[config.mk]
export PLATFORM = sky130hd
export DESIGN_NAME = ubh_serial
export DESIGN_NICKNAME = d
export VERILOG_FILES = /design/src/ubh_pkg.sv /design/src/ubh_serial.sv
export SDC_FILE = /design/constraint.sdc
export NUM_CORES = 1
export LEC_CHECK = 0
export BUFFER_PORTS_ARGS = -buffer_cell sky130_fd_sc_hd__buf_2
export CAP_MARGIN = 10
export CORE_ASPECT_RATIO = 0.8
export CORE_MARGIN = 4
export CORE_UTILIZATION = 40
export CTS_BUF_LIST = sky130_fd_sc_hd__clkbuf_2 sky130_fd_sc_hd__clkbuf_4 sky130_fd_sc_hd__clkbuf_8
export CTS_CLUSTER_DIAMETER = 30
export DETAILED_ROUTE_END_ITERATION = 16
export PLACE_DENSITY_LB_ADDON = 0.12
export SLEW_MARGIN = 25
export SYNTH_ARGS = -nofsm -noshare
export SYNTH_HDL_FRONTEND = slang
export SYNTH_SLANG_ARGS = --single-unit
[constraint.sdc]
create_clock -name i_clk -period 3.3 [get_ports i_clk]
set_input_delay 0.495 -clock i_clk [delete_from_list [all_inputs] [get_ports i_clk]]
set_output_delay 0.495 -clock i_clk [all_outputs]
set_load 0.02 [all_outputs]
[src/ubh_pkg.sv]
// Functional notes
// - Break is start, twelve zeros, stop.
// - Data write with break request starts Break.
// - Hardware clears break request after Break stop.
// - Next byte buffered during Break, sent afterwards.
// - Shift-empty flag busy during Break, idle after.
// - Buffer-empty flag rises when data register empties.
// - Received Break gives framing error, data 00h.
// - Wake-on-break flags event, then receives next byte.
// - Clocked mode has no start or stop bits.
// - Clocked mode is half-duplex on one data line.
// - Clocked host transmits when receive enables clear.
// - Host drives clock pin, driver enabled automatically.
// - Exactly one clock cycle per data bit.
// - Data changes on leading edge, holds till next.
// - Polarity bit sets idle level and change edge.
// - Host transmit enables data and clock drivers.
// - Data waits while shifter busy, else moves at once.
// - Shift register is invisible to software.
// - Falling receive line is the wake event.
// - Rising receive line clears wake-on-break enable.
//
// Purpose: Constants for the break-capable serial port with clocked host mode.
// Assumes: 32-bit Avalon-MM register access, byte addresses.
// Notes: Offsets, field positions, reset values and counts live here.
package ubh_pkg;
  // Register byte offsets.
  localparam logic [4:0] UBH_OFF_CTRL = 5'h00;
  localparam logic [4:0] UBH_OFF_STATUS = 5'h04;
  localparam logic [4:0] UBH_OFF_TXDATA = 5'h08;
  localparam logic [4:0] UBH_OFF_RXDATA = 5'h0c;
  localparam logic [4:0] UBH_OFF_BAUD = 5'h10;
  // Control register field positions.
  localparam int UBH_CTRL_SERIAL_PORT_ENABLE = 0;
  localparam int UBH_CTRL_TRANSMIT_ENABLE = 1;
  localparam int UBH_CTRL_BREAK_SEND_REQUEST = 2;
  localparam int UBH_CTRL_SYNC = 3;
  localparam int UBH_CTRL_HOST = 4;
  localparam int UBH_CTRL_SINGLE_RECEIVE_ENABLE = 5;
  localparam int UBH_CTRL_CONTINUOUS_RECEIVE_ENABLE = 6;
  localparam int UBH_CTRL_POL = 7;
  localparam int UBH_CTRL_WAKE = 8;
  localparam int UBH_CTRL_ABD = 9;
  // Status register field positions.
  localparam int UBH_ST_SHIFT_EMPTY = 0;
  localparam int UBH_ST_BUF_EMPTY = 1;
  localparam int UBH_ST_RX_DONE = 2;
  localparam int UBH_ST_FRAME_ERR = 3;
  // Reset values.
  localparam logic [15:0] UBH_BAUD_RESET = 16'h0040;
  localparam logic [9:0] UBH_CTRL_RESET = 10'h000;
  // Bit counts: last bit index of a data character and of a Break.
  localparam logic [3:0] UBH_LAST_DATA_BIT = 4'h7;
  localparam logic [3:0] UBH_LAST_BREAK_BIT = 4'hb;
  // Transmit and receive sequencer states, Gray coded along the path.
  typedef enum logic [1:0] {
    UBH_IDLE = 2'b00,
    UBH_START = 2'b01,
    UBH_DATA = 2'b11,
    UBH_STOP = 2'b10
  } ubh_seq_t;
endpackage

[src/ubh_serial.sv]
// Purpose: Serial port transmit and receive with Break support and
//   clocked host transmit, behind an Avalon-MM register slave.
// Assumes: One clock domain at 10 MHz; pins are synchronised here.
// Notes: All state is one packed struct registered in a single process.
//
// Implementation choices: the register offsets and the Avalon-MM interface to the registers.
`timescale 1ns/1ps
`default_nettype none
module ubh_serial
  import ubh_pkg::*;
(
  input wire logic i_clk,
  input wire logic i_reset_n,
  input wire logic [4:0] i_address,
  input wire logic i_read,
  input wire logic i_write,
  input wire logic [31:0] i_writedata,
  input wire logic [3:0] i_byteenable,
  output logic [31:0] o_readdata,
  output logic o_waitrequest,
  input wire logic i_receive_or_data_pin,
  output logic o_receive_or_data_pin,
  output logic o_receive_or_data_pin_oe,
  output logic o_transmit_or_clock_pin,
  output logic o_transmit_or_clock_pin_oe
);

  // The whole state of the block.
  typedef struct packed {
    logic wait_rq;                  // Registered waitrequest.
    logic [31:0] rdata;             // Registered read data.
    logic [9:0] ctrl;               // Control register bits.
    logic [15:0] baud;              // Async bit time is baud plus one clocks.
    logic buf_full;                 // Transmit data register holds a byte.
    logic [7:0] buf_data;           // Transmit data register contents.
    ubh_seq_t tx_st;                // Transmit sequencer state.
    logic [7:0] shift;              // Hidden transmit shift register.
    logic [3:0] tx_bit;             // Bit index within the character.
    logic [3:0] tx_last;            // Last bit index for this character.
    logic tx_brk;                   // Current character is a Break.
    logic [15:0] tx_cnt;            // Transmit bit timer.
    logic phase;                    // Clocked mode: trailing half pending.
    logic line;                     // Level on the transmit or clock pin.
    logic line_oe;                  // Driver enable of that pin.
    logic dt;                       // Level on the data pin.
    logic dt_oe;                    // Driver enable of the data pin.
    logic rx_s1;                    // Receive pin first sync stage.
    logic rx_s2;                    // Receive pin second sync stage.
    logic rx_prev;                  // Previous synchronised level.
    ubh_seq_t rx_st;                // Receive sequencer state.
    logic [15:0] rx_cnt;            // Receive bit timer.
    logic [3:0] rx_bit;             // Receive bit index.
    logic [7:0] rx_shift;           // Receive shift register.
    logic [7:0] rx_data;            // Receive data register.
    logic rx_done;                  // Receive complete flag.
    logic framing_error_flag;                     // Framing error flag.
  } ubh_state_t;

  ubh_state_t state_reg;
  ubh_state_t state_next;

  // True when a bit timer has reached the end of its period.
  function automatic logic timer_done(input logic [15:0] cnt,
                                      input logic [15:0] limit);
    timer_done = (cnt == limit);
  endfunction

  // Advances a bit timer, wrapping to zero at its limit.
  function automatic logic [15:0] timer_step(input logic [15:0] cnt,
                                             input logic [15:0] limit);
    timer_step = (cnt == limit) ? 16'h0000 : cnt + 16'h0001;
  endfunction

  // Decoded configuration from the control register, then bus strobes, pin edges and timer ticks.
  logic serial_port_enable;
  logic transmit_enable;
  logic sync_md;
  logic host;
  logic rx_en;
  logic pol;
  logic host_tx;
  logic tx_ok;
  logic acc;
  logic wr;
  logic rd;
  logic rx_fall;
  logic rx_rise;
  logic tx_tick;
  logic rx_tick;
  logic hw_clr_break_send_request;

  // Next-state logic for the bus slave, transmitter and receiver.
  always_comb begin
    state_next = state_reg;
    serial_port_enable = state_reg.ctrl[UBH_CTRL_SERIAL_PORT_ENABLE];
    transmit_enable = state_reg.ctrl[UBH_CTRL_TRANSMIT_ENABLE];
    sync_md = state_reg.ctrl[UBH_CTRL_SYNC];
    host = state_reg.ctrl[UBH_CTRL_HOST];
    rx_en = state_reg.ctrl[UBH_CTRL_SINGLE_RECEIVE_ENABLE] | state_reg.ctrl[UBH_CTRL_CONTINUOUS_RECEIVE_ENABLE];
    pol = state_reg.ctrl[UBH_CTRL_POL];
    // Clocked host transmits only while both receive enables are clear.
    host_tx = serial_port_enable & sync_md & host & ~rx_en;
    // Transfers into the shifter need the port enabled, in a usable mode.
    tx_ok = serial_port_enable & transmit_enable & (~sync_md | host_tx);
    // A request completes in the cycle that waitrequest is low.
    acc = (i_read | i_write) & ~state_reg.wait_rq;
    wr = acc & i_write;
    rd = acc & i_read;
    rx_fall = state_reg.rx_prev & ~state_reg.rx_s2;
    rx_rise = ~state_reg.rx_prev & state_reg.rx_s2;
    tx_tick = timer_done(state_reg.tx_cnt, state_reg.baud);
    rx_tick = timer_done(state_reg.rx_cnt, state_reg.baud);
    hw_clr_break_send_request = 1'b0;

    // Input synchroniser; only the second stage is looked at.
    state_next.rx_s1 = i_receive_or_data_pin;
    state_next.rx_s2 = state_reg.rx_s1;
    state_next.rx_prev = state_reg.rx_s2;

    // Waitrequest drops for one cycle after each new request.
    state_next.wait_rq = ~((i_read | i_write) & state_reg.wait_rq);
    if ((i_read | i_write) & state_reg.wait_rq) begin
      unique case (i_address)
        UBH_OFF_CTRL: state_next.rdata = {22'h0, state_reg.ctrl};
        UBH_OFF_STATUS: begin
          state_next.rdata = 32'h00000000;
          state_next.rdata[UBH_ST_SHIFT_EMPTY] =
            (state_reg.tx_st == UBH_IDLE);
          state_next.rdata[UBH_ST_BUF_EMPTY] = ~state_reg.buf_full;
          state_next.rdata[UBH_ST_RX_DONE] = state_reg.rx_done;
          state_next.rdata[UBH_ST_FRAME_ERR] = state_reg.framing_error_flag;
        end
        // The transmit data register and shifter read back as zero.
        UBH_OFF_RXDATA: state_next.rdata = {24'h000000, state_reg.rx_data};
        UBH_OFF_BAUD: state_next.rdata = {16'h0000, state_reg.baud};
        default: state_next.rdata = 32'h00000000;
      endcase
    end

    // Register writes; unmapped offsets are ignored.
    if (wr) begin
      if (i_address == UBH_OFF_CTRL) begin
        if (i_byteenable[0]) begin
          state_next.ctrl[7:0] = i_writedata[7:0];
        end
        if (i_byteenable[1]) begin
          state_next.ctrl[9:8] = i_writedata[9:8];
        end
      end
      if (i_address == UBH_OFF_BAUD) begin
        if (i_byteenable[0]) begin
          state_next.baud[7:0] = i_writedata[7:0];
        end
        if (i_byteenable[1]) begin
          state_next.baud[15:8] = i_writedata[15:8];
        end
      end
      // A write fills the data register; it waits there while busy.
      if (i_address == UBH_OFF_TXDATA && i_byteenable[0]) begin
        state_next.buf_full = 1'b1;
        state_next.buf_data = i_writedata[7:0];
      end
    end

    // Transmit sequencer.
    state_next.tx_cnt = timer_step(state_reg.tx_cnt, state_reg.baud);
    unique case (state_reg.tx_st)
      UBH_IDLE: begin
        state_next.tx_cnt = 16'h0000;
        if (state_reg.buf_full & tx_ok) begin
          // Move to the shifter at once; the data register empties.
          state_next.buf_full = 1'b0;
          // The break request is sampled only here.
          state_next.tx_brk = state_reg.ctrl[UBH_CTRL_BREAK_SEND_REQUEST] & ~sync_md;
          if (state_reg.ctrl[UBH_CTRL_BREAK_SEND_REQUEST] & ~sync_md) begin
            // Break ignores the written value and sends twelve zeros.
            state_next.shift = 8'h00;
            state_next.tx_last = UBH_LAST_BREAK_BIT;
          end else begin
            state_next.shift = state_reg.buf_data;
            state_next.tx_last = UBH_LAST_DATA_BIT;
          end
          state_next.tx_bit = 4'h0;
          if (sync_md) begin
            // No start bit; leading clock edge and first bit come together.
            state_next.tx_st = UBH_DATA;
            state_next.line = ~pol;
            state_next.dt = state_reg.buf_data[0];
            state_next.phase = 1'b1;
          end else begin
            state_next.tx_st = UBH_START;
            state_next.line = 1'b0;
          end
        end
      end
      UBH_START: begin
        if (tx_tick) begin
          state_next.tx_st = UBH_DATA;
          state_next.line = state_reg.shift[0];
        end
      end
      UBH_DATA: begin
        if (tx_tick) begin
          if (sync_md) begin
            if (state_reg.phase) begin
              // Trailing edge: clock back to idle, data held.
              state_next.line = pol;
              state_next.phase = 1'b0;
              state_next.shift = {1'b0, state_reg.shift[7:1]};
              state_next.tx_bit = state_reg.tx_bit + 4'h1;
              // One clock per bit and no more.
              if (state_reg.tx_bit == state_reg.tx_last) begin
                state_next.tx_st = UBH_IDLE;
              end
            end else begin
              // Leading edge: clock active and the next bit presented.
              state_next.line = ~pol;
              state_next.dt = state_reg.shift[0];
              state_next.phase = 1'b1;
            end
          end else begin
            state_next.shift = {1'b0, state_reg.shift[7:1]};
            state_next.tx_bit = state_reg.tx_bit + 4'h1;
            if (state_reg.tx_bit == state_reg.tx_last) begin
              state_next.tx_st = UBH_STOP;
              state_next.line = 1'b1;
            end else begin
              state_next.line = state_reg.shift[1];
            end
          end
        end
      end
      UBH_STOP: begin
        if (tx_tick) begin
          state_next.tx_st = UBH_IDLE;
          hw_clr_break_send_request = state_reg.tx_brk;
        end
      end
    endcase

    // Hardware clear of the break request; a software set the same cycle wins.
    if (hw_clr_break_send_request & ~(wr & i_address == UBH_OFF_CTRL & i_byteenable[0] &
        i_writedata[UBH_CTRL_BREAK_SEND_REQUEST])) begin
      state_next.ctrl[UBH_CTRL_BREAK_SEND_REQUEST] = 1'b0;
    end

    // Pin drivers: the clock pin is driven in clocked host mode, the data
    // pin only while transmitting, never both directions at once.
    state_next.line_oe = serial_port_enable & (sync_md ? host : transmit_enable);
    state_next.dt_oe = host_tx;
    if (~serial_port_enable | (sync_md & ~host_tx)) begin
      // Leaving transmit abandons the character; clock returns to idle.
      state_next.tx_st = UBH_IDLE;
      state_next.line = sync_md ? pol : 1'b1;
    end else if (state_reg.tx_st == UBH_IDLE &
                 ~(state_reg.buf_full & tx_ok)) begin
      // An idle shift clock rests at the level the polarity bit selects.
      state_next.line = sync_md ? pol : 1'b1;
    end

    // Receive data read clears the flags; a new event the same cycle wins.
    if (rd & i_address == UBH_OFF_RXDATA) begin
      state_next.rx_done = 1'b0;
      state_next.framing_error_flag = 1'b0;
    end

    // Asynchronous receiver, or wake-on-break watcher.
    state_next.rx_cnt = timer_step(state_reg.rx_cnt, state_reg.baud);
    if (~serial_port_enable | sync_md) begin
      state_next.rx_st = UBH_IDLE;
    end else if (state_reg.ctrl[UBH_CTRL_WAKE]) begin
      state_next.rx_st = UBH_IDLE;
      // Falling line is the wake event and raises the receive flag.
      if (rx_fall) begin
        state_next.rx_done = 1'b1;
      end
      // Rising line ends the Break; the wake-on-break enable clears.
      if (rx_rise & ~(wr & i_address == UBH_OFF_CTRL & i_byteenable[1] &
          i_writedata[UBH_CTRL_WAKE])) begin
        state_next.ctrl[UBH_CTRL_WAKE] = 1'b0;
      end
    end else begin
      unique case (state_reg.rx_st)
        UBH_IDLE: begin
          if (rx_fall) begin
            // Wait half a bit to land in the middle of the start bit.
            state_next.rx_st = UBH_START;
            state_next.rx_cnt = {1'b0, state_reg.baud[15:1]};
          end
        end
        UBH_START: begin
          if (rx_tick) begin
            state_next.rx_st = state_reg.rx_s2 ? UBH_IDLE : UBH_DATA;
            state_next.rx_bit = 4'h0;
          end
        end
        UBH_DATA: begin
          if (rx_tick) begin
            state_next.rx_shift = {state_reg.rx_s2, state_reg.rx_shift[7:1]};
            state_next.rx_bit = state_reg.rx_bit + 4'h1;
            if (state_reg.rx_bit == UBH_LAST_DATA_BIT) begin
              state_next.rx_st = UBH_STOP;
            end
          end
        end
        UBH_STOP: begin
          if (rx_tick) begin
            // A low stop bit is a framing error; a Break reads 00h.
            state_next.rx_st = UBH_IDLE;
            state_next.rx_data = state_reg.rx_shift;
            state_next.rx_done = 1'b1;
            state_next.framing_error_flag = ~state_reg.rx_s2;
          end
        end
      endcase
    end
  end

  // Single state register with constant reset values.
  always_ff @(posedge i_clk or negedge i_reset_n) begin
    if (!i_reset_n) begin
      state_reg <= '0;
      state_reg.wait_rq <= 1'b1;
      state_reg.ctrl <= UBH_CTRL_RESET;
      state_reg.baud <= UBH_BAUD_RESET;
      state_reg.tx_st <= UBH_IDLE;
      state_reg.rx_st <= UBH_IDLE;
      state_reg.line <= 1'b1;
      state_reg.rx_s1 <= 1'b1;
      state_reg.rx_s2 <= 1'b1;
      state_reg.rx_prev <= 1'b1;
    end else begin
      state_reg <= state_next;
    end
  end

  // Outputs come straight from the state register.
  assign o_readdata = state_reg.rdata;
  assign o_waitrequest = state_reg.wait_rq;
  assign o_receive_or_data_pin = state_reg.dt;
  assign o_receive_or_data_pin_oe = state_reg.dt_oe;
  assign o_transmit_or_clock_pin = state_reg.line;
  assign o_transmit_or_clock_pin_oe = state_reg.line_oe;

endmodule
`default_nettype wire

Word level (Yosys, flattened, before mapping) --
Cells that the tools add are included.
Word-level totals: output and inout port bits 37, flip-flop bits (word level) 151, input bits 46
Cells by class: add/sub/neg operators 4, bitwise operators 44, eq/ne operators 36, reductions and logical operators 26, muxes and demuxes 77
Operator list (count):
- 16-bit two-way mux | 5
- 16-bit one-hot mux with 4 select lines | 1
- 14-bit two-way mux | 3
- 8-bit two-way mux | 5
- 38-bit two-way mux | 1
- 36-bit two-way mux | 1
- 2-bit two-way mux | 17
- 34-bit two-way mux | 1
- 16-bit by 1-bit adder with 16-bit output, second input constant | 2
- 16-bit == test | 2
- 4-bit inequality test, second input constant | 8
- 1-bit two-way mux | 27
- 1-bit AND | 24
- 12-bit one-hot mux with 2 select lines | 1
- 10-bit two-way mux | 2
- 19-bit two-way mux | 1
- 18-bit two-way mux | 1
- 9-bit two-way mux | 2
- 2-bit one-hot mux with 4 select lines | 2
- 4-bit AND reduction | 4
- 3-bit inequality test, second input constant | 5
- 1-bit inverter | 15
- 3-bit AND reduction | 5
- 5-bit AND reduction | 3
- 25 further kinds | 49

Depth between registers and ports, before layout --
word-level depth 11, gate-level depth with buffers 7, mapped depth without buffers 6

Worst setup path before layout --
No wires, ideal clock.
path type in2reg, start input i_address[3], end register state_reg[92] in the netlist's numbering, arrival 2126 ps, stages 6, slack 1050 ps, cells stage by stage clkbuf_1 > nor4_1 > and2_1 > clkbuf_1 > nand4b_1 > mux2_2
Between the ends: word-level cells in the longest chain between the ends 2
Ends and longest elaborated chain:
- start, declared | RTL line ubh_serial.sv:14 | input wire logic [4:0] i_address,
- 5-bit == test | RTL line ubh_serial.sv:150 | if (i_address == UBH_OFF_BAUD) begin
- 3-bit AND reduction (no source line)
- end signal, assigned | RTL line ubh_serial.sv:333 | state_reg <= state_next;
- end, declared | RTL line ubh_serial.sv:59 | ubh_state_t state_reg;
No other way between the ends. A chain may end at the register's enable or synchronous reset.

Final worst setup path --
start register state_reg[102] in the netlist's numbering, end register state_reg[9] in the netlist's numbering
Between the ends: word-level cells in the longest chain between the ends 2
Ends and longest elaborated chain:
- 16-bit == test | RTL line ubh_serial.sv:65 | timer_done = (cnt == limit);
- 4-bit AND reduction (no source line)
No other way between the ends.

==> metrics.txt <==
status finished clean; Worst Setup SP state_reg[102]; prevailing post-synth register cell dfrtp_1; Die H 125 microns; ANT nets after route 0; Core Area 0.0167 sq mm; PwrDens 490 mW/mm^2; global placement routability congestion 0.833; clock tree buffer depth 2; IO buf count 48; first-pass GRT wire length 25000 microns; Most common cell on crit path buf_4; Final Cycle Share 79.6%; flop2flop setup slack 0.67 ns; drt wl/cell 16.8 microns; total power 3720 uW; # H-tree levels 4; Switching Share 28.1%; Nets 730; CTS Buf Count 17; Vias 4661; CTS root buffer clkbuf_8; CTS tree yes; Power Internal 2670 uW; CP endpoint kind flop; Initial Util 40.9%; RR Startpoint state_reg[102]; Max-Cap Viols 0; WL met1 7560 microns; LEAKAGE 0.00358 uW; total die area 0.0192 sq mm; CP required 3.63 ns; DRC Markers 0; crit path cell chain xnor2_1 -> nand4_1 -> nor4_2 -> buf_4 -> nor4b_2 -> buf_4 -> mux2_2; synthesized area 0.00682 sq mm; metal3 WL 539 microns; Slew Limit Fails 0; post-CTS setup buffers 0; final worst slack 0.673 ns; synth warn 0; gr usage total 16.5%; Hold WC Path Type in2async; fin crit period 2.63 ns; # fillers 1573; setup repair after global routing missed its margin no; area occupied by multi-input gates 0.00316 sq mm; worst slack, placed 0.644 ns; logic gate share of total power 13.0%; vias per cell 5.13; CTS resizes 0; Yosys cell types 60; worst r2r path cells 7; number of synthesized flops with an enable pin 0; final count of hold timing violations 0; Met2 Wirelength 6970 microns; commonest non-fill, non-tap cell in the layout dfrtp_1; total gr overflow 0; clock skew 0.0123 ns; hold_buf cts 0; Async SR Flop Fraction 100%; initial antenna violation count 0; Seq pwr share 49.5%; f_max 381 MHz; Die W 154 microns; drt total wl 15300 microns; switching pwr 1040 uW; final hold slack 0.105 ns; DP Wirelength 10900 microns; Worst-Skew Late Latency 0.45 ns; max reg flops 107; slowest cell on the critical path dfrtp_1; Arr. time, crit path 2.96 ns; final setup vio count 0; Storage cell area 0.00334 sq mm; Clk pin slew, worst setup/hold paths 0.07 ns; IO Count 83; top layer in use met4; crit-path max cell delay 0.46 ns; Iter 0 DRT Violations 197; Antenna Cells 0; clock share of power 37.5%; Seq cells post-synth 133; largest net degree at the start of global routing 84; row count 42; area grow syn2layout 11.4%; R2R Path End state_reg[9]; vias in the first global route 4613; most frequent cells in the layout dfrtp_1, nand2_1, mux2_2, buf_2; Pre-antenna DRT Iters 4; layout cells sized above 1 24.1%; setup total negative slack 0 ns; Crit Path Max Fanout 18; Peak VDD IR 0.244 mV; Least-Margin Pin Slew 0.777 ns; sequential-to-total area share from yosys stat 48.9%; CP Class reg2reg; Sink Count 133; Startpoint Class flop; final core occ 45.6%; Slew headroom 48.2%; Syn Inst Count 635; Syn Area/Cell 10.7 sq um
## through the flow
| stage | area (sq um) | std cells |
|---|---|---|
| final | 7590 | 908 |
| after global routing | 7590 | 908 |
| after CTS | 7590 | 908 |
| after detailed placement | 7190 | 876 |
| after global placement | 7190 | 876 |
| after floorplan | 6870 | 650 |
## layout make-up
type | instances | area share (%)
Timing Repair Buffer | 62 | 4.63
Clock buffer | 21 | 3.72
Clock inverter | 11 | 1.62
Inverter | 17 | 0.840
Sequential cell | 133 | 43.9
Tap cell | 220 | 3.63
Multi-Input combinational cell | 444 | 41.6
## critical path, delay by kind of cell, from the launching register on
family                    cells  cell delay [ns]
xor gates and xnor gates      1             0.26
buffers and inverters         2             0.55
DFF                           1             0.46
muxes                         1             0.35
and+or+nand+nor               3             0.88
## per-layer routing
layer / vias to the layer above / GRT usage [%]
met5: - / 0
met4: 0 / 5.04
met3: 16 / 3.86
met2: 78 / 24.0
met1: 2316 / 24.2
li1: 2251 / -
## synth_stat cells, drive strengths merged, types with 2 or more instances
| cell type | count | area [sq um] |
|---|---|---|
| a22o | 7 | 61.3 |
| mux2 | 57 | 668 |
| xnor2 | 26 | 228 |
| inv | 17 | 63.8 |
| o31ai | 12 | 90.1 |
| and3 | 4 | 25.0 |
| nor4b | 2 | 17.5 |
| a221o | 2 | 20.0 |
| o211ai | 6 | 45.0 |
| nor2b | 6 | 37.5 |
| buf | 36 | 264 |
| a21o | 2 | 15.0 |
| nand2b | 6 | 37.5 |
| mux2i | 20 | 200 |
| dfrtp | 127 | 3180 |
| or3 | 3 | 18.8 |
| nor2 | 37 | 139 |
| clkbuf | 20 | 75.1 |
| o311ai | 2 | 17.5 |
| or4 | 3 | 22.5 |
| dfstp | 6 | 158 |
| or2 | 3 | 18.8 |
| nand3 | 18 | 90.1 |
| ha | 9 | 113 |
| o21ai | 23 | 115 |
| and4 | 2 | 17.5 |
| nand3b | 2 | 15.0 |
| a21oi | 11 | 55.1 |
| nand2 | 68 | 255 |
| xor2 | 37 | 324 |
| nor4 | 9 | 62.6 |
| o2bb2ai | 2 | 17.5 |
| a31oi | 4 | 25.0 |
| nor3 | 6 | 30.0 |
| o22a | 4 | 35.0 |
| and2 | 6 | 37.5 |
| nand4 | 13 | 81.3 |
## worst max path at each step
stage / to
2_1_floorplan: state_reg[92]
3_3_place_gp: state_reg[95]
5_1_grt: state_reg[9]
4_1_cts: state_reg[9]
3_5_place_dp: state_reg[94]
6_report: state_reg[9]
## cells by family (layout without fill, tap and decap cells)
| kind of cell | count (synthesis) | count (layout) | synth area share, % |
|---|---|---|---|
| simple gates | 192 | 192 | 13.9 |
| flops | 133 | 133 | 48.9 |
| compound gates | 87 | 87 | 8.75 |
| mux | 77 | 77 | 12.7 |
| buf+inv | 73 | 111 | 5.91 |
| xor+xnor | 63 | 63 | 8.09 |
| fa+ha+maj | 9 | 9 | 1.65 |
| other cells | 1 | 16 | 0.0550 |
## power groups by stage
| stage | sequential [uW] | combinational (uW) | clock [uW] |
|---|---|---|---|
| finish | 1840 | 484 | 1390 |
| global route | 1860 | 541 | 1530 |
| CTS | 1840 | 489 | 1450 |
| detailed placement | 1870 | 485 | 0 |
| global placement | 1870 | 482 | 0 |
| floorplan | 1840 | 343 | 0 |
Note: power is estimated with default switching activity, not from simulation.
